==> src/rtl/rh_status_pkg.sv <==
// Package: offsets, field positions, reset values and types of the
// root hub status register block.
// Assumes a 32-bit register access port with a byte address.
package rh_status_pkg;

    // Register placement
    localparam logic [11:0] ROOT_HUB_STATUS_OFFSET = 12'h050;

    // Field positions
    localparam int WAKE_ENABLE_CLEAR_BIT = 31;
    localparam int OVERCURRENT_CHANGE_BIT = 17;
    localparam int GLOBAL_POWER_ON_BIT = 16;
    localparam int REMOTE_WAKE_ENABLE_BIT = 15;
    localparam int OVERCURRENT_IND_BIT = 1;
    localparam int GLOBAL_POWER_OFF_BIT = 0;

    // Values after reset
    localparam logic RESET_WAKE_ENABLE = 1'b0;
    localparam logic RESET_OC_CHANGE = 1'b0;
    localparam logic RESET_OC_IND = 1'b0;
    localparam logic [31:0] RESET_READ_DATA = 32'h0000_0000;

    // Bus request carried as one bundle
    typedef struct packed {
        logic        wr;
        logic        rd;
        logic [11:0] addr;
        logic [31:0] wdata;
    } reg_req_t;

    // Decoded command strobes of one write
    typedef struct packed {
        logic wake_clear;
        logic oc_change_clear;
        logic power_on;
        logic wake_set;
        logic power_off;
    } status_cmd_t;

    // Wake sequencer states
    typedef enum logic [1:0] {
        WAKE_IDLE = 2'b01,
        WAKE_RESUMING = 2'b10
    } wake_state_t;

endpackage

==> src/rtl/port_power_ctl.sv <==
// Per-port power state, steered by global power commands and the mask.
// Assumes one-cycle command strobes from the status register block.
`timescale 1ns/1ps
`default_nettype none
module port_power_ctl #(
    parameter int NUM_PORTS = 2
) (
    // Clock and reset
    input wire logic sys_clk_i,
    input wire logic reset_i,
    // Mode and mask
    input wire logic per_port_mode_i,
    input wire logic [NUM_PORTS-1:0] port_power_mask_i,
    // Global commands
    input wire logic power_on_i,
    input wire logic power_off_i,
    // Per-port commands for masked ports
    input wire logic [NUM_PORTS-1:0] port_set_i,
    input wire logic [NUM_PORTS-1:0] port_clear_i,
    // Port power state
    output logic [NUM_PORTS-1:0] port_power_o
);

    // Next power state of every port
    wire logic [NUM_PORTS-1:0] next_power;

    // Each port follows global or per-port commands
    genvar g;
    generate
        for (g = 0; g < NUM_PORTS; g++) begin : g_port
            wire logic follows_global;
            wire logic on_cmd;
            wire logic off_cmd;
            assign follows_global = !per_port_mode_i
                || !port_power_mask_i[g];
            assign on_cmd = follows_global ? power_on_i
                : port_set_i[g];
            assign off_cmd = follows_global ? power_off_i
                : port_clear_i[g];
            // On wins when both arrive together
            assign next_power[g] = on_cmd ? 1'b1
                : (off_cmd ? 1'b0 : port_power_o[g]);
        end
    endgenerate

    // Power flops, one process for the whole vector
    always_ff @(posedge sys_clk_i) begin
        if (reset_i) begin
            port_power_o <= '0;
        end else begin
            port_power_o <= next_power;
        end
    end

    // Masked port ignores a global on in per-port mode
    a_mask_holds: assert property (
        @(posedge sys_clk_i) disable iff (reset_i)
        (per_port_mode_i && port_power_mask_i[0] && power_on_i
         && !port_set_i[0] && !port_clear_i[0])
        |=> $stable(port_power_o[0]))
        else $error("masked port changed on global command");
    // Global mode on command powers every port
    a_global_on: assert property (
        @(posedge sys_clk_i) disable iff (reset_i)
        (!per_port_mode_i && power_on_i) |=> (&port_power_o))
        else $error("global power on missed a port");
    // Global off command in global mode clears all
    a_global_off: assert property (
        @(posedge sys_clk_i) disable iff (reset_i)
        (!per_port_mode_i && power_off_i && !power_on_i)
        |=> (port_power_o == '0))
        else $error("global power off missed a port");

endmodule
`default_nettype wire

==> src/rtl/root_hub_status_register.sv <==
// Root hub status register: hub-wide status bits and power/wake commands.
// Assumes a single-cycle register port from the bus front end and a
// synchronous overcurrent level from the port hardware.
//
// Summary of operation
// - The register answers at offset 0x50 from the memory base.
// - A 1 written to bit 31 clears remote wakeup enable; 0 does nothing.
// - Hardware sets bit 17 whenever the overcurrent indicator changes.
// - Writing 1 to bit 17 clears the change flag; writing 0 does nothing.
// - Bit 16 always reads as zero.
// - In global mode a 1 written to bit 16 powers all ports on.
// - In per-port mode a 1 to bit 16 powers on only unmasked ports.
// - With wake enabled, a connect change while suspended starts resume.
// - A 1 written to bit 15 sets remote wakeup enable; 0 does nothing.
// - With global reporting bit 1 reads 1 during overcurrent.
// - With per-port overcurrent protection bit 1 always reads 0.
// - Bit 0 always reads as zero.
// - In global mode a 1 written to bit 0 powers all ports off.
// - In per-port mode a 1 to bit 0 powers off only unmasked ports.
// - In per-port mode a set mask bit gives its port to per-port commands only.
`timescale 1ns/1ps
`default_nettype none
module root_hub_status_register #(
    parameter int NUM_PORTS = 2
) (
    // Clock and reset
    input wire logic sys_clk_i,
    input wire logic reset_i,
    // Register access port
    input wire rh_status_pkg::reg_req_t req_i,
    output logic [31:0] rdata_o,
    output logic rvalid_o,
    // Configuration from the descriptor registers
    input wire logic per_port_mode_i,
    input wire logic per_port_overcurrent_i,
    input wire logic [NUM_PORTS-1:0] port_power_mask_i,
    // Per-port power commands from the port registers
    input wire logic [NUM_PORTS-1:0] port_set_i,
    input wire logic [NUM_PORTS-1:0] port_clear_i,
    // Hub events
    input wire logic overcurrent_i,
    input wire logic connect_change_flag_i,
    input wire logic host_suspended_state_i,
    // Control outputs
    output logic [NUM_PORTS-1:0] port_power_o,
    output logic resume_start_o,
    output logic resume_detected_o,
    output logic remote_wake_enable_o
);

    // Register state
    logic remote_wake_enable;
    logic overcurrent_change_flag;
    logic overcurrent_indicator;
    rh_status_pkg::wake_state_t wake_state;
    rh_status_pkg::wake_state_t next_wake_state;

    // Address decode of the single register
    wire logic hit;
    wire logic wr_hit;
    wire logic rd_hit;
    assign hit = (req_i.addr == rh_status_pkg::ROOT_HUB_STATUS_OFFSET);
    assign wr_hit = req_i.wr && hit;
    assign rd_hit = req_i.rd && hit;

    // Write command decode
    function automatic rh_status_pkg::status_cmd_t decode_cmd(
        input logic en,
        input logic [31:0] d
    );
        rh_status_pkg::status_cmd_t c;
        c.wake_clear = en && d[rh_status_pkg::WAKE_ENABLE_CLEAR_BIT];
        c.oc_change_clear = en && d[rh_status_pkg::OVERCURRENT_CHANGE_BIT];
        c.power_on = en && d[rh_status_pkg::GLOBAL_POWER_ON_BIT];
        c.wake_set = en && d[rh_status_pkg::REMOTE_WAKE_ENABLE_BIT];
        c.power_off = en && d[rh_status_pkg::GLOBAL_POWER_OFF_BIT];
        return c;
    endfunction

    // Reserved write bits are ignored; software writes them as zero
    wire rh_status_pkg::status_cmd_t cmd;
    assign cmd = decode_cmd(wr_hit, req_i.wdata);

    // Overcurrent indicator as reported, forced low under per-port overcurrent protection
    wire logic next_oc_ind;
    wire logic oc_changed;
    assign next_oc_ind = overcurrent_i && !per_port_overcurrent_i;
    assign oc_changed = (next_oc_ind != overcurrent_indicator);

    // Wake enable next value: clear command takes precedence over set
    wire logic next_wake_enable;
    assign next_wake_enable = cmd.wake_clear ? 1'b0
        : (cmd.wake_set ? 1'b1 : remote_wake_enable);

    // Change flag next value: a change wins over a clear
    wire logic next_oc_change;
    assign next_oc_change = oc_changed ? 1'b1
        : (cmd.oc_change_clear ? 1'b0 : overcurrent_change_flag);

    // Resume event from a connect change while suspended
    wire logic resume_event;
    assign resume_event = remote_wake_enable && connect_change_flag_i
        && host_suspended_state_i;

    // Read data assembly; local power bits read as zero
    wire logic [31:0] read_word;
    assign read_word = {
        14'h0000,
        overcurrent_change_flag,
        1'b0,
        remote_wake_enable,
        13'h0000,
        overcurrent_indicator,
        1'b0
    };

    // Status flops
    always_ff @(posedge sys_clk_i) begin
        if (reset_i) begin
            remote_wake_enable <= rh_status_pkg::RESET_WAKE_ENABLE;
            overcurrent_change_flag <= rh_status_pkg::RESET_OC_CHANGE;
            overcurrent_indicator <= rh_status_pkg::RESET_OC_IND;
        end else begin
            remote_wake_enable <= next_wake_enable;
            overcurrent_change_flag <= next_oc_change;
            overcurrent_indicator <= next_oc_ind;
        end
    end

    // Wake sequencer: idle until a resume event, then one resume pulse
    always_comb begin
        next_wake_state = wake_state;
        case (wake_state)
            rh_status_pkg::WAKE_IDLE: begin
                if (resume_event) begin
                    next_wake_state = rh_status_pkg::WAKE_RESUMING;
                end
            end
            rh_status_pkg::WAKE_RESUMING: begin
                if (!host_suspended_state_i) begin
                    next_wake_state = rh_status_pkg::WAKE_IDLE;
                end
            end
            default: begin
                next_wake_state = rh_status_pkg::WAKE_IDLE;
            end
        endcase
    end

    // Sequencer state and its registered outputs
    always_ff @(posedge sys_clk_i) begin
        if (reset_i) begin
            wake_state <= rh_status_pkg::WAKE_IDLE;
            resume_start_o <= 1'b0;
            resume_detected_o <= 1'b0;
        end else begin
            wake_state <= next_wake_state;
            resume_start_o <= (wake_state == rh_status_pkg::WAKE_IDLE)
                && resume_event;
            resume_detected_o <= (wake_state == rh_status_pkg::WAKE_IDLE)
                && resume_event;
        end
    end

    // Read port and wake enable mirror
    always_ff @(posedge sys_clk_i) begin
        if (reset_i) begin
            rdata_o <= rh_status_pkg::RESET_READ_DATA;
            rvalid_o <= 1'b0;
            remote_wake_enable_o <= 1'b0;
        end else begin
            rdata_o <= rd_hit ? read_word : 32'h0000_0000;
            rvalid_o <= req_i.rd;
            remote_wake_enable_o <= next_wake_enable;
        end
    end

    // Port power switching behind the global commands
    port_power_ctl #(
        .NUM_PORTS(NUM_PORTS)
    ) u_power (
        .sys_clk_i(sys_clk_i),
        .reset_i(reset_i),
        .per_port_mode_i(per_port_mode_i),
        .port_power_mask_i(port_power_mask_i),
        .power_on_i(cmd.power_on),
        .power_off_i(cmd.power_off),
        .port_set_i(port_set_i),
        .port_clear_i(port_clear_i),
        .port_power_o(port_power_o)
    );

    // Clear command drops wake enable on the next edge
    a_wake_clear: assert property (
        @(posedge sys_clk_i) disable iff (reset_i)
        cmd.wake_clear |=> !remote_wake_enable)
        else $error("wake enable survived clear");
    // Set alone raises wake enable
    a_wake_set: assert property (
        @(posedge sys_clk_i) disable iff (reset_i)
        (cmd.wake_set && !cmd.wake_clear) |=> remote_wake_enable)
        else $error("wake enable not set");
    // Writes without wake commands leave wake enable alone
    a_wake_hold: assert property (
        @(posedge sys_clk_i) disable iff (reset_i)
        (!cmd.wake_set && !cmd.wake_clear) |=> $stable(remote_wake_enable))
        else $error("wake enable moved without command");
    // Mirror output always equals the wake enable bit
    a_wake_mirror: assert property (
        @(posedge sys_clk_i) disable iff (reset_i)
        remote_wake_enable_o == remote_wake_enable)
        else $error("wake enable output differs from bit");
    // Any indicator change raises the change flag
    a_oc_change: assert property (
        @(posedge sys_clk_i) disable iff (reset_i)
        !$stable(overcurrent_indicator) |-> overcurrent_change_flag)
        else $error("overcurrent change not flagged");
    // Clear with no change drops the flag
    a_oc_clear: assert property (
        @(posedge sys_clk_i) disable iff (reset_i)
        (cmd.oc_change_clear && !oc_changed) |=> !overcurrent_change_flag)
        else $error("change flag survived clear");
    // Flag holds without a clear
    a_oc_hold: assert property (
        @(posedge sys_clk_i) disable iff (reset_i)
        (overcurrent_change_flag && !cmd.oc_change_clear)
        |=> overcurrent_change_flag)
        else $error("change flag lost");
    // Flag holds when neither a change nor a clear arrives
    a_flag_idle: assert property (
        @(posedge sys_clk_i) disable iff (reset_i)
        (!oc_changed && !cmd.oc_change_clear)
        |=> $stable(overcurrent_change_flag))
        else $error("change flag moved on its own");
    // Local power bits never read as one
    a_lp_zero: assert property (
        @(posedge sys_clk_i) disable iff (reset_i)
        rvalid_o |-> (rdata_o[16] == 1'b0 && rdata_o[0] == 1'b0))
        else $error("local power bit read as one");
    // Every read strobe is answered on the next edge
    a_read_valid: assert property (
        @(posedge sys_clk_i) disable iff (reset_i)
        req_i.rd |=> rvalid_o)
        else $error("read strobe not answered");
    // Reads of other offsets return zero
    a_miss_zero: assert property (
        @(posedge sys_clk_i) disable iff (reset_i)
        (req_i.rd && !hit) |=> (rdata_o == 32'h0000_0000))
        else $error("read of other offset returned data");
    // Write to another offset leaves wake enable alone
    a_miss_write: assert property (
        @(posedge sys_clk_i) disable iff (reset_i)
        (req_i.wr && !hit) |=> $stable(remote_wake_enable))
        else $error("write to other offset took effect");
    // Read word carries the state bits and zero elsewhere
    a_read_word: assert property (
        @(posedge sys_clk_i) disable iff (reset_i)
        rd_hit |=> (rdata_o == {14'h0000, $past(overcurrent_change_flag),
            1'b0, $past(remote_wake_enable), 13'h0000,
            $past(overcurrent_indicator), 1'b0}))
        else $error("read word does not match state");
    // Indicator tracks overcurrent one cycle on in global reporting
    a_oc_track: assert property (
        @(posedge sys_clk_i) disable iff (reset_i)
        (overcurrent_i && !per_port_overcurrent_i) ##1
        (overcurrent_i && !per_port_overcurrent_i) |-> overcurrent_indicator)
        else $error("indicator missed overcurrent");
    // Normal power operation clears the indicator
    a_ind_normal: assert property (
        @(posedge sys_clk_i) disable iff (reset_i)
        !overcurrent_i |=> !overcurrent_indicator)
        else $error("indicator set without overcurrent");
    // Per-port protection keeps the indicator low
    a_oc_perport: assert property (
        @(posedge sys_clk_i) disable iff (reset_i)
        per_port_overcurrent_i |=> !overcurrent_indicator)
        else $error("indicator set under per-port protection");
    // Ports keep their power without any command
    a_power_idle: assert property (
        @(posedge sys_clk_i) disable iff (reset_i)
        (!cmd.power_on && !cmd.power_off && port_set_i == '0
         && port_clear_i == '0) |=> $stable(port_power_o))
        else $error("port power moved without command");
    // Resume event while idle raises both pulses
    a_resume: assert property (
        @(posedge sys_clk_i) disable iff (reset_i)
        (resume_event && wake_state == rh_status_pkg::WAKE_IDLE)
        |=> (resume_start_o && resume_detected_o
             && wake_state == rh_status_pkg::WAKE_RESUMING))
        else $error("resume event not taken");
    // A resume pulse lasts one cycle only
    a_one_pulse: assert property (
        @(posedge sys_clk_i) disable iff (reset_i)
        resume_start_o |=> !resume_start_o)
        else $error("resume pulse longer than a cycle");
    // Resuming state is kept while the host stays suspended
    a_resume_hold: assert property (
        @(posedge sys_clk_i) disable iff (reset_i)
        (wake_state == rh_status_pkg::WAKE_RESUMING
         && host_suspended_state_i)
        |=> (wake_state == rh_status_pkg::WAKE_RESUMING && !resume_start_o))
        else $error("resume sequencer left too early");
    // Wake disabled means no resume
    a_no_wake: assert property (
        @(posedge sys_clk_i) disable iff (reset_i)
        !remote_wake_enable |=> !resume_start_o)
        else $error("resume without wake enable");
    // Reset leaves wake enable, change flag and read data at zero
    a_reset_zero: assert property (
        @(posedge sys_clk_i)
        $past(reset_i) |-> (!remote_wake_enable && !overcurrent_change_flag
                            && rdata_o == 32'h0000_0000))
        else $error("state not zero after reset");

endmodule
`default_nettype wire

==> config.mk <==
export PLATFORM = sky130hd
export DESIGN_NAME = root_hub_status_register
export DESIGN_NICKNAME = d
export VERILOG_FILES = /design/src/rtl/rh_status_pkg.sv /design/src/rtl/port_power_ctl.sv /design/src/rtl/root_hub_status_register.sv
export SDC_FILE = /design/constraint.sdc
export NUM_CORES = 1
export LEC_CHECK = 0
export CELL_PAD_IN_SITES_DETAIL_PLACEMENT = 2
export CELL_PAD_IN_SITES_GLOBAL_PLACEMENT = 2
export CORE_MARGIN = 2
export CORE_UTILIZATION = 27
export CTS_CLUSTER_DIAMETER = 150
export CTS_CLUSTER_SIZE = 24
export DETAILED_ROUTE_END_ITERATION = 10
export DONT_BUFFER_PORTS = 1
export PLACE_DENSITY_LB_ADDON = 0.1
export SLEW_MARGIN = 40
export SYNTH_ARGS = -nofsm -noshare
export SYNTH_HDL_FRONTEND = slang
export SYNTH_HIERARCHICAL = 1
export SYNTH_SLANG_ARGS = --single-unit
==> constraint.sdc <==
create_clock -name sys_clk_i -period 1.8 [get_ports sys_clk_i]
set_input_delay 0.36 -clock sys_clk_i [delete_from_list [all_inputs] [get_ports sys_clk_i]]
set_output_delay 0.36 -clock sys_clk_i [all_outputs]
set_load 0.1 [all_outputs]
Yosys cells after proc, flatten, opt, wreduce, memory -nomap -nowiden
Cells that the tools add are included.
{"block": "op_classes", "bitwise": 1, "muxes": 13, "n_reduce_logical": 23, "n_eq_ne": 6}
{"cell": "equality test 12 x 7 -> 1 bit (second input constant)", "count": 1}
{"cell": "logical AND 1 bit", "count": 11}
{"cell": "2-to-1 mux 1 bit", "count": 10}
{"cell": "nonzero test 2 bit", "count": 3}
{"cell": "zero test 1 bit", "count": 4}
{"cell": "2-to-1 mux 2 bit", "count": 2}
{"cell": "inequality test 2 bit (second input constant)", "count": 2}
{"cell": "one-hot mux 2 bit (2 select lines)", "count": 1}
{"cell": "OR reduction 2 bit", "count": 2}
{"cell": "equality test 2 x 1 -> 1 bit (second input constant)", "count": 1}
{"cell": "equality test 2 bit (second input constant)", "count": 1}
{"cell": "logical OR 1 bit", "count": 2}
{"cell": "AND reduction 2 bit", "count": 1}
{"cell": "inequality test 1 bit", "count": 1}
{"cell": "NOT 1 bit", "count": 1}
{"block": "word_totals", "out_inout_bits": 38, "regBits": 41, "wordCells": 53, "in_bits": 59}

Logic depth before layout (Yosys ltp)
{"block": "depth", "word_depth": 6, "depth_mapped": 6, "mapped_depth_nobuf": 6}

Hierarchy
The synthesis kept the hierarchy.
{"module": "root_hub_status_register", "area_per_inst_um2": 661.9, "n_inst": 1, "seq_area_each_um2": 200.2, "cells_per_inst": 74}
{"module": "port_power_ctl", "area_per_inst_um2": 96.3, "n_inst": 1, "seq_area_each_um2": 40.0, "cells_per_inst": 11}

Least setup slack after synthesis
OpenSTA, ideal clock, no wires.
{"block": "synth_timing", "kind": "register to output", "start": "register resume_detected_o (netlist name)", "end": "output port resume_start_o", "arrival_ns": 1.356, "slack_ns": 0.084, "stages_incl_launch_ff": 2, "n_path_buf": 1, "required_time_ns": 1.440, "cell_sequence": "dfxtp_1 -> buf_4"}
{"item": "end: declaration", "line": "root_hub_status_register.sv:46", "source": "output logic resume_start_o,"}

==> results.cfg <==
[status]
status = finished clean

[clock_tree]
clk-insertion-delay-late_ns = 0.25
clk_pin_slew_ns = 0.07
ctsHoldBuffers = 0
cts_setup_buffers = 0
cts_max_path_buffers = 2
cts-resized-gates = 0
cts-htree-levels = 1
cts_tree = built
clkSinkCount = 12
cts-root-buf = clkbuf_4
numCtsBuffers = 3

[global_routing]
grt_pass1_wl_mm = 2.07
use_met1_pct = 10.3
grt_pass1_vias = 482
top_usage_layer = met2
grtUsageTotal_pct = 8.26
grt-ovfl-total = 0
use_met2_pct = 12.6
grt_util_met3_pct = 2.72
grt_start_max_net_pins = 10
antenna_found_initial = 0

[cells_and_area]
nFillCells = 327
nets = 155
antennaDiodeCount = 0
area_growth_pct = 1.98
fin_area_sq_um = 773
post-route-util_pct = 28.5
drive_gt1_share_pct = 17.0

[yosys]
synth_edf_count = 0
netlist_area_sq_um = 758
synthDistinctLibCells = 26
async_reset_ff_share_pct = 0
yosysSeqAreaShare_pct = 31.7
synth_flop_cell = dfxtp_1
syn_area_per_cell_sq_um = 8.92
ys.warnings.count = 6
syn_inst = 85
ys_seq_elements = 12

[sta]
tns_ns = 0
grt_setup_unrepaired = no
post-route-period-util_pct = 77.9
setup_viol = 0
drv_slew = 0
fin_ws_ns = 0.397
max_freq_mhz = 713
skew_ns = 0.000906
finalHoldViolCount = 0
finalCriticalPeriod_ns = 1.40
hold-worst-slack_ns = 0.164

[setup_path]
r2r_slack_ns = 0.84
cp.required_ns = 1.94
worst_setup_path_start_kind = input pin
crit_fanout = 3
crit_arrival_ns = 1.54
startpoint = req_i[41]
crit_type = input pin to flip-flop
reg2reg_from = remote_wake_enable_o$_SDFFE_PP0P_
critPathCaptureType = flip-flop

[die]
placementRows = 19
die_area_sq_um = 3250
initial_utilization_pct = 28.0
die_w_microns = 57.0
boundaryPins = 97
core_area_sq_um = 2710
die_h_microns = 57.0

[detailed_routing]
drtAntennaViolNets = 0
drc_errors = 0
wl_per_cell_microns = 11.5
routed_wl_mm = 1.44
viasPerCell = 4.26
vias = 533
drtPass1Iterations = 3
drt_iter0_drc = 9

[pwr]
vdd_drop_max_v = 0.000330
power_density_nw_per_um2 = 981
leakage_uw = 0.000350

[placement]
portBuffers = 0
dp_slack_ns = 0.0696
dpl_cell_area_sq_um = 751
gp_congestion = 0.724
hpwl_mm = 1.25

[min_path]
hold_class = input pin to flip-flop
hp-start = reset_i

[flow_run]
cap_violations = 0
[power breakdown]
part / total [uW] / internal (uW) / switching (uW)
Clock: 153 / 76.9 / 76.4
Sequential: 277 / 273 / 4.26
Combinational: 328 / 21.8 / 306
[final cells by class]
| class | count | area [sq um] | area share (%) |
|---|---|---|---|
| Clock buffer | 3 | 22.5 | 2.91 |
| Inverter | 8 | 30.0 | 3.88 |
| Tap cell | 31 | 38.8 | 5.02 |
| Timing Repair Buffer | 8 | 72.6 | 9.39 |
| Sequential cell | 12 | 241 | 31.2 |
| Multi-Input combinational cell | 63 | 368 | 47.6 |
[metal layers]
metal,up-vias,part of all wire [%]
met4,0,1.5
li1,258,-
met5,-,0
met2,34,48
met1,239,39
met3,2,12
[through the flow]
stage | total power [uW] | cells
floorplan | 648 | 113
global placement | 609 | 122
detailed placement | 610 | 122
CTS | 767 | 125
global route | 791 | 125
finish | 758 | 125
[cell usage in the layout, fill, tap and decap left out]
master,instances
nand2_1,3
or4b_1,1
xnor2_1,1
o221a_1,1
a31oi_1,1
a221oi_1,2
buf_12,1
nand3_1,1
clkbuf_4,3
and2_1,1
o41ai_1,1
nor4b_1,2
nor4bb_1,3
or4_1,1
nor4_1,1
nand4_1,1
or4b_4,1
inv_1,8
a31o_2,1
dfxtp_2,1
buf_4,7
a311oi_1,2
dfxtp_1,11
nor2b_1,3
conb_1,29
and4bb_2,1
a21oi_1,3
nor2_1,2
nor4_2,1
[final timing paths]
check                                                            end  cells past startpoint
worst max-delay path            u_power/port_power_o[0]$_SDFFE_PP0P_                      6
worst min-delay path            overcurrent_change_flag$_SDFFE_PP0P_                      1
worst min register to register            wake_state[0]$_SDFFE_PP1P_                      1
worst max register to register            wake_state[1]$_SDFFE_PP0P_                      3
[registers in the layout, indices dropped and copies added, names as in the netlist]
signal                   count
rvalid_o                     1
rdata_o                      3
overcurrent_change_flag      1
remote_wake_enable_o         1
overcurrent_indicator        1
resume_detected_o            1
u_power/port_power_o         2
wake_state                   2
[critical path: stages]
cell,delay [ns]
nor4b_1,0.40
nand4_1,0.23
nor2_1,0.14
inv_1,0.07
a221oi_1,0.25
a311oi_1,0.08
[cells by family after synthesis]
logic type	Yosys count	synth area share (%)
DFF	12	31.7
xor gates and xnor gates	1	1.16
other	1	0.495
AOI/OAI and AO/OA	11	11.2
and+or+nand+nor	22	21.8
buffers and inverters	38	33.7
[Yosys cell counts, drive strengths merged (2+ instances only)]
cell    instances  area (sq um)
nor4bb          3          30.0
nor2b           3          18.8
nor2            2          7.51
a21oi           3          15.0
dfxtp          12           240
nor4            2          18.8
a311oi          2          17.5
or4b            2          23.8
inv             8          30.0
nor4b           2          17.5
a221oi          2          17.5
buf            30           225
nand2           3          11.3
Note: power is estimated with default switching activity, not from simulation.
